<file path="src/verilog/pesr_pkg.sv">
package pesr_pkg;

  // ----------------------------------------------------------------
  // Bus and register map
  // ----------------------------------------------------------------
  localparam int unsigned ADDR_WIDTH = 12;
  localparam int unsigned DATA_WIDTH = 32;
  localparam int unsigned REG_WIDTH  = 16;

  // Register indices and their word byte addresses
  localparam logic [ADDR_WIDTH-1:0] IDX_ADVERT  = 12'h0EC;
  localparam logic [ADDR_WIDTH-1:0] IDX_WAKEERR = 12'h0EE;
  localparam logic [ADDR_WIDTH-1:0] IDX_CTRLSTS = 12'h0F0;
  localparam logic [ADDR_WIDTH-1:0] ADDR_ADVERT  = 12'(IDX_ADVERT * 4);
  localparam logic [ADDR_WIDTH-1:0] ADDR_WAKEERR = 12'(IDX_WAKEERR * 4);
  localparam logic [ADDR_WIDTH-1:0] ADDR_CTRLSTS = 12'(IDX_CTRLSTS * 4);

  localparam logic [1:0] RESP_OKAY   = 2'h0;
  localparam logic [1:0] RESP_SLVERR = 2'h2;

  // ----------------------------------------------------------------
  // Field layout
  // ----------------------------------------------------------------
  localparam int unsigned LP_CAP_WIDTH  = 6;
  localparam int unsigned ADV_LP_MSB    = 14;
  localparam int unsigned ADV_LP_LSB    = 9;
  localparam int unsigned ADV_LOC_MSB   = 6;
  localparam int unsigned ADV_LOC_LSB   = 2;
  localparam int unsigned ADV_TX100_BIT = 1;
  localparam int unsigned CS_RSV_BIT    = 15;
  localparam int unsigned CS_HWEN_BIT   = 14;
  localparam int unsigned CS_TXSEEN_BIT = 13;
  localparam int unsigned CS_TXLIVE_BIT = 12;

  // ----------------------------------------------------------------
  // Reset values
  // ----------------------------------------------------------------
  localparam logic                 ADV_TX100_RESET = 1'b1;
  localparam logic                 CS_RSV_RESET    = 1'b1;
  localparam logic [REG_WIDTH-1:0] WAKEERR_RESET   = 16'h0000;
  localparam logic [REG_WIDTH-1:0] WAKEERR_MAX     = 16'hFFFF;
  localparam logic [REG_WIDTH-1:0] WAKEERR_STEP    = 16'h0001;

  // ----------------------------------------------------------------
  // Timing
  // ----------------------------------------------------------------
  localparam int unsigned CLK_PERIOD_PS    = 4000;
  localparam int unsigned WAKE_LIMIT_PS    = 20500000;
  localparam int unsigned WAKE_LIMIT_CYC   =
    (WAKE_LIMIT_PS + CLK_PERIOD_PS - 1) / CLK_PERIOD_PS;
  localparam int unsigned WAKE_CNT_WIDTH   = 16;
  localparam logic [WAKE_CNT_WIDTH-1:0] WAKE_CNT_ZERO = 16'h0000;
  localparam logic [WAKE_CNT_WIDTH-1:0] WAKE_CNT_STEP = 16'h0001;

  typedef enum logic [1:0] {
    WAKE_IDLE   = 2'b00,
    WAKE_TIMING = 2'b01,
    WAKE_LATE   = 2'b10
  } pesr_wake_state_type;

endpackage

</file>
<file path="src/verilog/pesr_wake_counter.sv">
module pesr_wake_counter
  import pesr_pkg::*;
(
  input  wire  logic                 ref_clk,
  input  wire  logic                 resetn,
  input  wire  logic                 countEnable,
  input  wire  logic                 timerDone,
  input  wire  logic                 clearPulse,
  output logic       [REG_WIDTH-1:0] count
);

  logic prevDone;
  logic bump;

  // ----------------------------------------------------------------
  // Wake error counting
  // ----------------------------------------------------------------
  assign bump = countEnable && timerDone && !prevDone;

  always_ff @(posedge ref_clk)
  begin
    if (!resetn)
      prevDone <= 1'b0;
    else
      prevDone <= timerDone;
  end

  always_ff @(posedge ref_clk)
  begin
    if (!resetn)
      count <= WAKEERR_RESET;
    else if (clearPulse)
      count <= bump ? WAKEERR_STEP : WAKEERR_RESET;
    else if (bump && count != WAKEERR_MAX)
      count <= count + WAKEERR_STEP;
  end
endmodule

</file>
<file path="src/verilog/pesr_regs.sv">
// Operation
// - Link partner EEE abilities appear read-only in bits 14..9, reset zero.
// - Local 10G/1G advertisement bits 6..2 are read-only and read zero.
// - Local 100BASE-TX advertisement bit 1 is read/write, reset one.
// - In fiber mode advertisement, wake counting and LPI status stay inactive.
// - Wake error counter steps on each rising edge of wake timer done.
// - A wake taking longer than 20.5 us counts as a wake error.
// - The wake error counter saturates at all ones.
// - Reading the wake error counter returns it, then clears it.
// - Status bit 14 shows hardware next-page 100BASE-TX EEE enable.
// - Status bit 13 latches high on any transmit LPI signaling.
// - Bit 13 clears only on a host write of one.
// - Status bit 12 shows live transmit LPI state.
//
// The AXI4-Lite interface to the registers was left to the implementer.
module pesr_regs
  import pesr_pkg::*;
#(
  parameter int unsigned WAKE_LIMIT_CYCLES = WAKE_LIMIT_CYC
)
(
  input  wire  logic                    ref_clk,
  input  wire  logic                    resetn,
  input  wire  logic [ADDR_WIDTH-1:0]   s_axi_awaddr,
  input  wire  logic                    s_axi_awvalid,
  output logic                          s_axi_awready,
  input  wire  logic [DATA_WIDTH-1:0]   s_axi_wdata,
  input  wire  logic [DATA_WIDTH/8-1:0] s_axi_wstrb,
  input  wire  logic                    s_axi_wvalid,
  output logic                          s_axi_wready,
  output logic [1:0]                    s_axi_bresp,
  output logic                          s_axi_bvalid,
  input  wire  logic                    s_axi_bready,
  input  wire  logic [ADDR_WIDTH-1:0]   s_axi_araddr,
  input  wire  logic                    s_axi_arvalid,
  output logic                          s_axi_arready,
  output logic [DATA_WIDTH-1:0]         s_axi_rdata,
  output logic [1:0]                    s_axi_rresp,
  output logic                          s_axi_rvalid,
  input  wire  logic                    s_axi_rready,
  input  wire  logic                    fiberMode,
  input  wire  logic [LP_CAP_WIDTH-1:0] lpEeeCap,
  input  wire  logic                    hwEee100Enabled,
  input  wire  logic                    txLpiActive,
  input  wire  logic                    wakeStart,
  input  wire  logic                    wakeDone,
  output logic                          eeeAdvertise100
);

  localparam logic [WAKE_CNT_WIDTH-1:0] WAKE_LAST =
    WAKE_CNT_WIDTH'(WAKE_LIMIT_CYCLES - 1);

  logic [ADDR_WIDTH-1:0]   wrAddr;
  logic [DATA_WIDTH-1:0]   wrData;
  logic [DATA_WIDTH/8-1:0] wrStrb;
  logic                    doWrite;
  logic                    wrHit;
  logic                    arTake;
  logic [DATA_WIDTH-1:0]   readData;
  logic                    readHit;
  logic                    readClear;
  logic                    eeeOn;
  logic                    advTx100;
  logic                    csReserved;
  logic                    txLpiSeen;
  logic                    txLpiEvent;
  logic                    txSeenClear;
  logic [REG_WIDTH-1:0]    wakeErrCount;
  logic                    timerDone;
  logic [WAKE_CNT_WIDTH-1:0] wakeCnt;
  pesr_wake_state_type     wakeState;
  pesr_wake_state_type     next_wakeState;

  assign eeeOn = !fiberMode;

  // ----------------------------------------------------------------
  // Write channel
  // ----------------------------------------------------------------
  assign doWrite = !s_axi_awready && !s_axi_wready && !s_axi_bvalid;

  always_ff @(posedge ref_clk)
  begin
    if (!resetn)
      s_axi_awready <= 1'b1;
    else if (s_axi_awvalid && s_axi_awready)
      s_axi_awready <= 1'b0;
    else if (s_axi_bvalid && s_axi_bready)
      s_axi_awready <= 1'b1;
  end

  always_ff @(posedge ref_clk)
  begin
    if (!resetn)
      s_axi_wready <= 1'b1;
    else if (s_axi_wvalid && s_axi_wready)
      s_axi_wready <= 1'b0;
    else if (s_axi_bvalid && s_axi_bready)
      s_axi_wready <= 1'b1;
  end

  always_ff @(posedge ref_clk)
  begin
    if (!resetn)
      wrAddr <= '0;
    else if (s_axi_awvalid && s_axi_awready)
      wrAddr <= s_axi_awaddr;
  end

  always_ff @(posedge ref_clk)
  begin
    if (!resetn)
    begin
      wrData <= '0;
      wrStrb <= '0;
    end
    else if (s_axi_wvalid && s_axi_wready)
    begin
      wrData <= s_axi_wdata;
      wrStrb <= s_axi_wstrb;
    end
  end

  always_comb
  begin
    if (wrAddr == ADDR_ADVERT)
      wrHit = 1'b1;
    else if (wrAddr == ADDR_WAKEERR)
      wrHit = 1'b1;
    else if (wrAddr == ADDR_CTRLSTS)
      wrHit = 1'b1;
    else
      wrHit = 1'b0;
  end

  always_ff @(posedge ref_clk)
  begin
    if (!resetn)
    begin
      s_axi_bvalid <= 1'b0;
      s_axi_bresp  <= RESP_OKAY;
    end
    else if (doWrite)
    begin
      s_axi_bvalid <= 1'b1;
      s_axi_bresp  <= wrHit ? RESP_OKAY : RESP_SLVERR;
    end
    else if (s_axi_bready)
      s_axi_bvalid <= 1'b0;
  end

  // ----------------------------------------------------------------
  // Writable bits
  // ----------------------------------------------------------------
  always_ff @(posedge ref_clk)
  begin
    if (!resetn)
      advTx100 <= ADV_TX100_RESET;
    else if (doWrite && wrAddr == ADDR_ADVERT && wrStrb[0])
      advTx100 <= wrData[ADV_TX100_BIT];
  end

  always_ff @(posedge ref_clk)
  begin
    if (!resetn)
      csReserved <= CS_RSV_RESET;
    else if (doWrite && wrAddr == ADDR_CTRLSTS && wrStrb[1])
      csReserved <= wrData[CS_RSV_BIT];
  end

  // Advertisement toward negotiation, silenced in fiber mode
  always_ff @(posedge ref_clk)
  begin
    if (!resetn)
      eeeAdvertise100 <= 1'b0;
    else
      eeeAdvertise100 <= advTx100 && eeeOn;
  end

  // ----------------------------------------------------------------
  // Transmit LPI latch
  // ----------------------------------------------------------------
  assign txLpiEvent  = txLpiActive && eeeOn;
  assign txSeenClear = doWrite && wrAddr == ADDR_CTRLSTS && wrStrb[1]
                       && wrData[CS_TXSEEN_BIT];

  always_ff @(posedge ref_clk)
  begin
    if (!resetn)
      txLpiSeen <= 1'b0;
    else if (txLpiEvent)
      txLpiSeen <= 1'b1;
    else if (txSeenClear)
      txLpiSeen <= 1'b0;
  end

  // ----------------------------------------------------------------
  // Wake timer
  // ----------------------------------------------------------------
  always_comb
  begin
    next_wakeState = wakeState;
    case (wakeState)
      WAKE_IDLE:
        if (wakeStart && eeeOn)
          next_wakeState = WAKE_TIMING;
      WAKE_TIMING:
        if (!eeeOn || wakeDone)
          next_wakeState = WAKE_IDLE;
        else if (wakeCnt == WAKE_LAST)
          next_wakeState = WAKE_LATE;
      WAKE_LATE:
        if (!eeeOn || wakeDone)
          next_wakeState = WAKE_IDLE;
      default:
        next_wakeState = WAKE_IDLE;
    endcase
  end

  always_ff @(posedge ref_clk)
  begin
    if (!resetn)
      wakeState <= WAKE_IDLE;
    else
      wakeState <= next_wakeState;
  end

  always_ff @(posedge ref_clk)
  begin
    if (!resetn)
      wakeCnt <= WAKE_CNT_ZERO;
    else if (wakeState != WAKE_TIMING)
      wakeCnt <= WAKE_CNT_ZERO;
    else if (wakeCnt != WAKE_LAST)
      wakeCnt <= wakeCnt + WAKE_CNT_STEP;
  end

  assign timerDone = wakeState == WAKE_LATE;

  pesr_wake_counter u_wake_counter (
    .ref_clk     (ref_clk),
    .resetn      (resetn),
    .countEnable (eeeOn),
    .timerDone   (timerDone),
    .clearPulse  (readClear),
    .count       (wakeErrCount)
  );

  // ----------------------------------------------------------------
  // Read channel
  // ----------------------------------------------------------------
  assign arTake    = s_axi_arvalid && s_axi_arready;
  assign readClear = arTake && s_axi_araddr == ADDR_WAKEERR;

  always_comb
  begin
    readData = '0;
    readHit  = 1'b1;
    if (s_axi_araddr == ADDR_ADVERT)
    begin
      readData[ADV_LP_MSB:ADV_LP_LSB] = eeeOn ? lpEeeCap : '0;
      readData[ADV_TX100_BIT]         = advTx100;
    end
    else if (s_axi_araddr == ADDR_WAKEERR)
      readData[REG_WIDTH-1:0] = wakeErrCount;
    else if (s_axi_araddr == ADDR_CTRLSTS)
    begin
      readData[CS_RSV_BIT]    = csReserved;
      readData[CS_HWEN_BIT]   = hwEee100Enabled && eeeOn;
      readData[CS_TXSEEN_BIT] = txLpiSeen;
      readData[CS_TXLIVE_BIT] = txLpiEvent;
    end
    else
      readHit = 1'b0;
  end

  always_ff @(posedge ref_clk)
  begin
    if (!resetn)
      s_axi_arready <= 1'b1;
    else if (arTake)
      s_axi_arready <= 1'b0;
    else if (s_axi_rvalid && s_axi_rready)
      s_axi_arready <= 1'b1;
  end

  always_ff @(posedge ref_clk)
  begin
    if (!resetn)
    begin
      s_axi_rvalid <= 1'b0;
      s_axi_rdata  <= '0;
      s_axi_rresp  <= RESP_OKAY;
    end
    else if (arTake)
    begin
      s_axi_rvalid <= 1'b1;
      s_axi_rdata  <= readData;
      s_axi_rresp  <= readHit ? RESP_OKAY : RESP_SLVERR;
    end
    else if (s_axi_rready)
      s_axi_rvalid <= 1'b0;
  end
endmodule

</file>
<file path="config.mk">
export PLATFORM = sky130hd
export DESIGN_NAME = pesr_regs
export DESIGN_NICKNAME = d
export VERILOG_FILES = /design/src/verilog/pesr_pkg.sv /design/src/verilog/pesr_wake_counter.sv /design/src/verilog/pesr_regs.sv
export SDC_FILE = /design/constraint.sdc
export NUM_CORES = 1
export LEC_CHECK = 0
export BUFFER_PORTS_ARGS = -buffer_cell sky130_fd_sc_hd__buf_2
export CORE_ASPECT_RATIO = 0.7
export CORE_MARGIN = 1
export CORE_UTILIZATION = 45
export DETAILED_ROUTE_END_ITERATION = 8
export PLACE_DENSITY = 0.81
export SYNTH_ARGS = -nofsm -noshare
export SYNTH_HDL_FRONTEND = slang
export SYNTH_SLANG_ARGS = --single-unit
</file>
<file path="constraint.sdc">
create_clock -name ref_clk -period 2.6 [get_ports ref_clk]
set_input_delay 0.39 -clock ref_clk [delete_from_list [all_inputs] [get_ports ref_clk]]
set_output_delay 0.39 -clock ref_clk [all_outputs]
set_load 0.005 [all_outputs]
</file>
## Word level (Yosys, flattened, before mapping)

Cells that the tools add are included.

- Register bits: 94
- Output and inout bits: 42

- $add $sub $neg: 2
- Equality and inequality tests: 15
- Mux-type cells: 36
- Bitwise gates (word level): 1
- Reduce and logical (&&, ||, !) cells: 36

Operators by type and width:

| cell | count |
|---|---|
| $eq A12 B10 Y1 const B | 6 |
| $add A16 B1 Y16 const B | 2 |
| $mux W16 | 2 |
| $mux W1 | 21 |
| $logic_and A1 B1 Y1 | 20 |
| $eq A16 B13 Y1 const B | 1 |
| $ne A16 B13 Y1 const B | 1 |
| $ne A16 B16 Y1 const B | 1 |
| $reduce_bool A2 Y1 | 7 |
| $mux W12 | 1 |
| $mux W2 | 6 |
| $mux W6 | 2 |
| $mux W4 | 2 |
| $mux W7 | 1 |
| $pmux W2 S3 | 1 |
| $logic_not A1 Y1 | 5 |
| $ne A2 B2 Y1 const B | 2 |
| $ne A3 B3 Y1 const B | 1 |
| $reduce_and A3 Y1 | 1 |
| $eq A2 B1 Y1 const B | 1 |
| $eq A2 B2 Y1 const B | 1 |
| $logic_not A2 Y1 | 1 |
| $ne A2 B1 Y1 const B | 1 |
| $reduce_or A2 Y1 | 1 |
| 2 further kinds | 2 |

## Longest topological paths before layout

Gate-level depths: netlist of the first run.

- Depth after elaboration: 8
- Mapped depth: 7
- Depth with buffers taken out: 6

## Cells and area by module

A second synthesis of the first run with hierarchy kept.

- Cell total of the unflattened synthesis: 458
- Area total of the unflattened synthesis: 3877.5 µm²

Modules (own cells, without submodules):

| module | instances | cells an instance | area an instance (µm²) |
|---|---|---|---|
| pesr_regs | 1 | 348 | 2960.3 |
| pesr_wake_counter | 1 | 110 | 917.1 |

## Least setup slack after synthesis of the first run

OpenSTA, ideal clock, no wires.

- Path kind: input to register
- Start: input fiberMode
- End: register u_wake_counter.count[13]
- Library setup time: 0.070 ns
- Arrival time: 2.115 ns
- Setup slack: 0.414 ns
- Cell stages on the path: 6
- Cells stage by stage: or4b_1 -> buf_2 -> or3_1 -> clkbuf_1 -> or4_1 -> a21oi_1

- Word-level cells in the longest chain between the ends: 5

RTL lines:

| what | line | text |
|---|---|---|
| start, declared | pesr_regs.sv:41 | `input wire logic fiberMode,` |
| $logic_not A1 Y1 | pesr_regs.sv:74 | `assign eeeOn = !fiberMode;` |
| $logic_and A1 B1 Y1 (2 in series) | pesr_wake_counter.sv:18 | `assign bump = countEnable && timerDone && !prevDone;` |
| $logic_and A1 B1 Y1 | pesr_wake_counter.sv:34 | `else if (bump && count != WAKEERR_MAX)` |
| $reduce_bool A2 Y1 (no source line) | n/a |  |
| end signal, assigned | pesr_wake_counter.sv:33 | `count <= bump ? WAKEERR_STEP : WAKEERR_RESET;` |
| end signal, assigned | pesr_wake_counter.sv:35 | `count <= count + WAKEERR_STEP;` |
| end, declared | pesr_wake_counter.sv:9 | `output logic [REG_WIDTH-1:0] count` |

No other way between the ends.
A chain may end at the register's enable or synchronous reset.

## Worst setup path after layout of the first run

- Start: register wakeState[0]
- End: register u_wake_counter.count[11]

- Word-level cells in the longest chain between the ends: 5

RTL lines:

| what | line | text |
|---|---|---|
| start, declared | pesr_regs.sv:71 | `pesr_wake_state_type wakeState;` |
| start signal, assigned | pesr_regs.sv:224 | `wakeState <= next_wakeState;` |
| $eq A2 B2 Y1 | pesr_regs.sv:237 | `assign timerDone = wakeState == WAKE_LATE;` |
| $logic_and A1 B1 Y1 (2 in series) | pesr_wake_counter.sv:18 |  |
| $logic_and A1 B1 Y1 | pesr_wake_counter.sv:34 |  |
| $reduce_bool A2 Y1 (no source line) | n/a |  |

No other way between the ends.

==> metrics, run 1 <==
Slew @ Worst Pin=0.938 ns; YS warnings=0; kind of critical path=reg2reg; post-synth cell types=48; number of H-tree levels=3; Die W=110 um; Synth Area in Simple Gates=28.7%; Via-to-Cell Ratio=5.81; syn avg cell area=8.30 um2; area leader, netlist=dfxtp_1; post_cts resized=0; worst-path fanout max=7; Routed Antenna Nets=0; Post-Syn Area=3670 um2; largest net degree at the start of global routing=31; IO Pins=120; commonest cells in the netlist=dfxtp_1, nand2_1, a21oi_1; Post-Syn Instances=442; combinational family with the most area after synthesis=simple AND/OR/NAND/NOR gates; Residual DRC=0; First-pass DRT Iterations=5; minimum clock period=2.17 ns; first-pass GRT wire length=15,000 um; top cells by area, synth=dfxtp_1, a21oi_1, nand2_1; share of the synthesized area in the top cell type=43.1%; r2r setup slk=0.43 ns; asr flop ratio synth=0%; Inserted Clock Buffers=9; Leak Pwr=1.66 nW; Yosys reg bits=79; input/output buffers=70; multi-input combinational cell area=1910 um2; grt total ovfl=0; post-CTS setup buffers=0; Core Rows=27; Slew Viols, Final=0; Initial DRC Count=250; clk buf depth=2; share of cells above drive strength 1=18.5%; Worst Path Buf+Inv=0; GRT Util Overall=22.8%; RSZ-0062 raised after global routing=no; Placed Instance Area=4060 um2; period utilisation layout=83.3%; gpl congestion=0.884; critical path's top delay family=simple AND/OR/NAND/NOR gates; final instance area=4410 um2; Peak Freq=0.461 GHz; CP Launch Type=flop; Worst-path clk slew=0.06 ns; CTS root buf=clkbuf_16; wire length per cell=15.5 um; pwr dens=654 nW/um2; Primary FF master, synth=dfxtp_1; Starting Density=46.6%; worst vdd ir=0.420 mV; vias in the first global route=3,168; crit path cell chain=or4b_1 > or3_1 > or4_1 > a21oi_1; CP required=2.86 ns; nets=591; status=finished clean; final wirelength=9500 um; Register Area=1580 um2; proportion of synthesized area in mux cells=0.818%; initial antenna violation count=0; setup_tns=0 ns; CP max-delay cell=or4b_1; CP peak stage delay=0.57 ns; Hold Path Class=in2reg; core footprint=7870 um2; cell with the most instances after synthesis=dfxtp_1; Inserted Diodes=0; Compound-Gate Fraction of Synth Area=17.2%; sequential area share after synthesis=43.1%; Post-Synth Adder-Cell Area=1.02%; Die ar.=8530 um2; XOR/XNOR Fraction of Synth Area=2.15%; CTS tree=yes; Arrival @ worst endpoint=2.42 ns; clock sink count=79; hpwl dp=6880 um; max-cap viol count=0; # fillers=725; CTS Hold Bufs=0; final count of negative-setup-slack endpoints=0; number of synthesized flops with an enable pin=0; Slew headroom=37.4%; critical path capture point type=flop; Final Hold Vio Count=0; area delta synth->final=20.1%; worst clock skew=0.00593 ns; DR vias=3,576; clock latency on the worst-skew pair=0.34 ns; chip height=77.6 um
[layer usage]
layer  GRT usage, %  vias up  part of all wire, %
met1           32.8     1702                   48
met4           8.00        0                  1.1
li1               -     1719                    -
met3           6.13       13                  7.2
met5              0        -                    0
met2           32.5      142                   44
[path summary, 6_finish.rpt]
check | from | end | cells past startpoint
setup / recovery | wakeState[0] | u_wake_counter.count[11] | 4
setup reg to reg | wakeState[0] | u_wake_counter.count[11] | 4
hold / removal | wakeDone | wakeState[1] | 2
hold reg to reg | wrAddr[9] | wrAddr[9] | 2
[report_power, final]
part,internal (mW),switching (mW)
logic,0.0637,0.0977
registers,1.24,0.0180
clock network,0.985,0.479
total,2.29,0.594
[cell usage in the layout (no fill, tap or decap), types with 9 or more instances in the layout]
master	synthesis	routed
dfxtp_1	79	79
buf_2	1	70
nand2_1	58	58
a21oi_1	49	49
nor2_1	26	26
conb_1	1	18
nand3_1	17	17
nor3_1	15	15
o21ai_0	14	14
inv_1	12	12
nand4_1	11	11
a22oi_1	11	11
or4_1	10	10
clkbuf_16	0	9
[state kept, by name (all words and copies together) (netlist names), 2 cells and up]
| signal | flops |
|---|---|
| wakeState | 2 |
| wrStrb | 2 |
| u_wake_counter.count | 16 |
| wrAddr | 12 |
| wrData | 3 |
| wakeCnt | 16 |
| s_axi_rdata | 16 |
[area by class of cell]
type / count / share of cell area, %
multi-input combinational: 331 / 43.2
sequential: 79 / 35.9
timing repair buffer: 77 / 9.14
clock buffer: 12 / 5.82
tap: 101 / 2.87
clock inverter: 3 / 2.04
inverter: 12 / 1.02
[cells by family (layout without fill, tap and decap cells)]
group,count (synthesis),after routing
compound gates,103,103
xor+xnor,9,9
fa+ha+maj,3,3
buf+inv,49,104
flops,79,79
mux,3,3
other cells,1,18
simple gates,195,195
[through the flow]
stage	cells	utilization (%)	hold WS, ns	power (mW)	worst slack, ns
2_1_floorplan	459	-	0.431	1.38	0.414
3_3_place_gp	600	51.6	0.439	1.43	0.374
3_5_place_dp	600	51.6	0.442	1.44	0.326
4_1_cts	615	56.0	0.245	2.90	0.437
5_1_grt	615	56.0	0.256	2.98	0.363
6_report	615	56.0	0.258	2.88	0.433
Power figures use the tool's default switching activity.
==> run 2: changes to the inputs <==
Settings changed: PLACE_DENSITY 0.81 to 0.84.
Clock period 2.6 ns to 1.9 ns, I/O delays scaled along.
==> run 2 against run 1 <==
Compared with the run above: cell count rose by 4.2%; global-route usage rose by 1.2 points; die area did not move; via count rose by 3.0%; power rose by 29%; final area rose by 4.5%; non-clock buffer count rose by 25; core utilization rose by 2.5 points; sequential power rose by 37%; combinational power rose by 48%; sequential share of layout area fell by 1.5 points; critical path type unchanged; largest cell class unchanged.
==> metrics, run 2 (synthesis gave the netlist of run 1 again) <==
clk buf depth=2 (unchanged); Via-to-Cell Ratio=5.75 (was 5.81); most frequent cells in the layout=dfxtp_1, buf_2, nand2_1 (unchanged); Final Hold Vio Count=0 (unchanged); period utilisation layout=96.7% (was 83.3%); gpl congestion=0.875 (was 0.884); GRT Util Overall=24.0% (was 22.8%); number of H-tree levels=3 (unchanged); Routed Antenna Nets=0 (unchanged); grt total ovfl=0 (unchanged); pwr dens=806 nW/um2 (was 654 nW/um2); CTS root buf=clkbuf_16 (unchanged); met3 routed WL=680 um (was 684 um); First-pass DRT Iterations=5 (unchanged); first-pass GRT wire length=15,900 um (was 15,000 um); CP required=2.18 ns (was 2.86 ns); clock sink count=79 (unchanged); core footprint=7870 um2 (unchanged); Core Rows=27 (unchanged); initial antenna violation count=0 (unchanged); Hold Path Class=in2reg (unchanged); top sig layer=met4 (unchanged); largest net degree at the start of global routing=18 (was 31); Clk pwr share=47.2% (was 50.8%); vias in the first global route=3,438 (was 3,168); worst vdd ir=0.637 mV (was 0.420 mV); Peak Freq=0.544 GHz (was 0.461 GHz); CTS tree=yes (unchanged); Inserted Clock Buffers=9 (unchanged); Slew Viols, Final=0 (unchanged); DR vias=3,684 (was 3,576); Initial DRC Count=282 (was 250); internal power=2.83 mW (was 2.29 mW); chip height=77.6 um (unchanged); WL met2=4500 um (was 4170 um); share of cells above drive strength 1=23.9% (was 18.5%); final count of negative-setup-slack endpoints=0 (unchanged); Residual DRC=0 (unchanged); CP peak stage delay=0.52 ns (was 0.57 ns); minimum clock period=1.84 ns (was 2.17 ns); Die ar.=8530 um2 (unchanged); nets=616 (was 591); critical path capture point type=flop (unchanged); Slew @ Worst Pin=0.617 ns (was 0.938 ns); area delta synth->final=25.5% (was 20.1%); post-CTS setup buffers=0 (unchanged); Met1 Routed Length=4390 um (was 4540 um); wire length per cell=15.2 um (was 15.5 um); final wirelength=9730 um (was 9500 um); hpwl dp=7120 um (was 6880 um); top flop regs=s_axi_rdata (16), u_wake_counter.count (16), wakeCnt (16) (unchanged); setup_tns=0 ns (unchanged); crit path cell chain=or4b_4 > or3_4 > or4_1 > a21oi_2 (was or4b_1 > or3_1 > or4_1 > a21oi_1); input/output buffers=70 (unchanged); CP max-delay cell=or4b_4 (was or4b_1); kind of critical path=reg2reg (unchanged); Reg power frac=46.4% (was 43.6%); CP Launch Type=flop (unchanged); Slew headroom=58.8% (was 37.4%); dpl cells=625 (was 600); Die W=110 um (unchanged); commonest non-fill, non-tap cell in the layout=dfxtp_1 (unchanged); Worst-path clk slew=0.07 ns (was 0.06 ns); Sw Share=23.8% (was 20.6%); IO Pins=120 (unchanged); combinational power share=6.4% (was 5.6%); clock latency on the worst-skew pair=0.34 ns (about the same); max-cap viol count=0 (unchanged); Leak Pwr=1.78 nW (was 1.66 nW); sw power=0.882 mW (was 0.594 mW); # fillers=665 (was 725); hold slack=0.135 ns (was 0.258 ns); Arrival @ worst endpoint=2.12 ns (was 2.42 ns); Non-Filler Instances=641 (was 615); worst-path fanout max=5 (was 7); worst clock skew=0.00804 ns (was 0.00593 ns); Starting Density=46.6% (unchanged); RSZ-0062 raised after global routing=yes (was no); Inserted Diodes=0 (unchanged); status=finished clean (unchanged)
## run 2: changes by cell type in the layout (fill, tap and decap cells not counted), sizes merged
cell,delta
buf,+25
bufinv,-2
clkbuf,-3
clkinv,+2
clkinvlp,+1
inv,+3
## run 2: layout make-up
type                    count  area, um2  area share (%)
clock buffers               9        225            4.89
clock inverters             7       80.1            1.74
inverters                  12       45.0           0.978
multi-input cells         331       1930            41.9
flip-flops and latches     79       1580            34.4
well taps                 101        126            2.74
repair buffers            102        616            13.4
## run 2: worst paths after layout
kind	start	endpoint	slack, ns	depth (start not counted)
max	wakeState[0]	u_wake_counter.count[11]	0.06	4
min	wakeDone	wakeState[1]	0.14	2
max reg2reg	wakeState[0]	u_wake_counter.count[11]	0.06	4
min reg2reg	wrAddr[9]	wrAddr[9]	0.47	2
## run 2: power groups by stage
stage	logic (mW)	registers (mW)	clock network, mW
6_report	0.239	1.72	1.75
2_1_floorplan	0.142	1.75	0
3_3_place_gp	0.224	1.75	0
3_5_place_dp	0.233	1.75	0
5_1_grt	0.264	1.72	1.86
4_1_cts	0.236	1.72	1.79
## run 2: routing by layer
metal  global-route usage, %  vias up
li1                        -     1775
met5                       0        -
met1                    31.4     1745
met2                    37.7      146
met4                    7.60        0
met3                    7.23       18
## run 2: critical path: cells and delay by family (launching register included)
kind	cells	cell delay, ns
AND/OR/NAND/NOR	3	1.32
flip-flops	1	0.32
AO/OA/AOI/OAI	1	0.13
## run 2: timing repair
item / 4_1_cts / 5_1_grt
gates resized for setup: 1 / 4
setup endpoints to repair: 1 / 6
hold buffers: 0 / 0
endpoints found under the hold margin: 0 / 0
## run 2: stage by stage
stage | utilization, % | area (um2) | total power [mW] | setup slack [ns]
after detailed placement | 54.4 | 4280 | 1.99 | -0.109
after global placement | 54.4 | 4280 | 1.98 | -0.0533
final | 58.5 | 4610 | 3.71 | 0.0626
after global routing | 58.5 | 4610 | 3.85 | -0.00800
after floorplan | - | 3750 | 1.89 | -0.0627
after CTS | 58.3 | 4590 | 3.74 | 0.0131
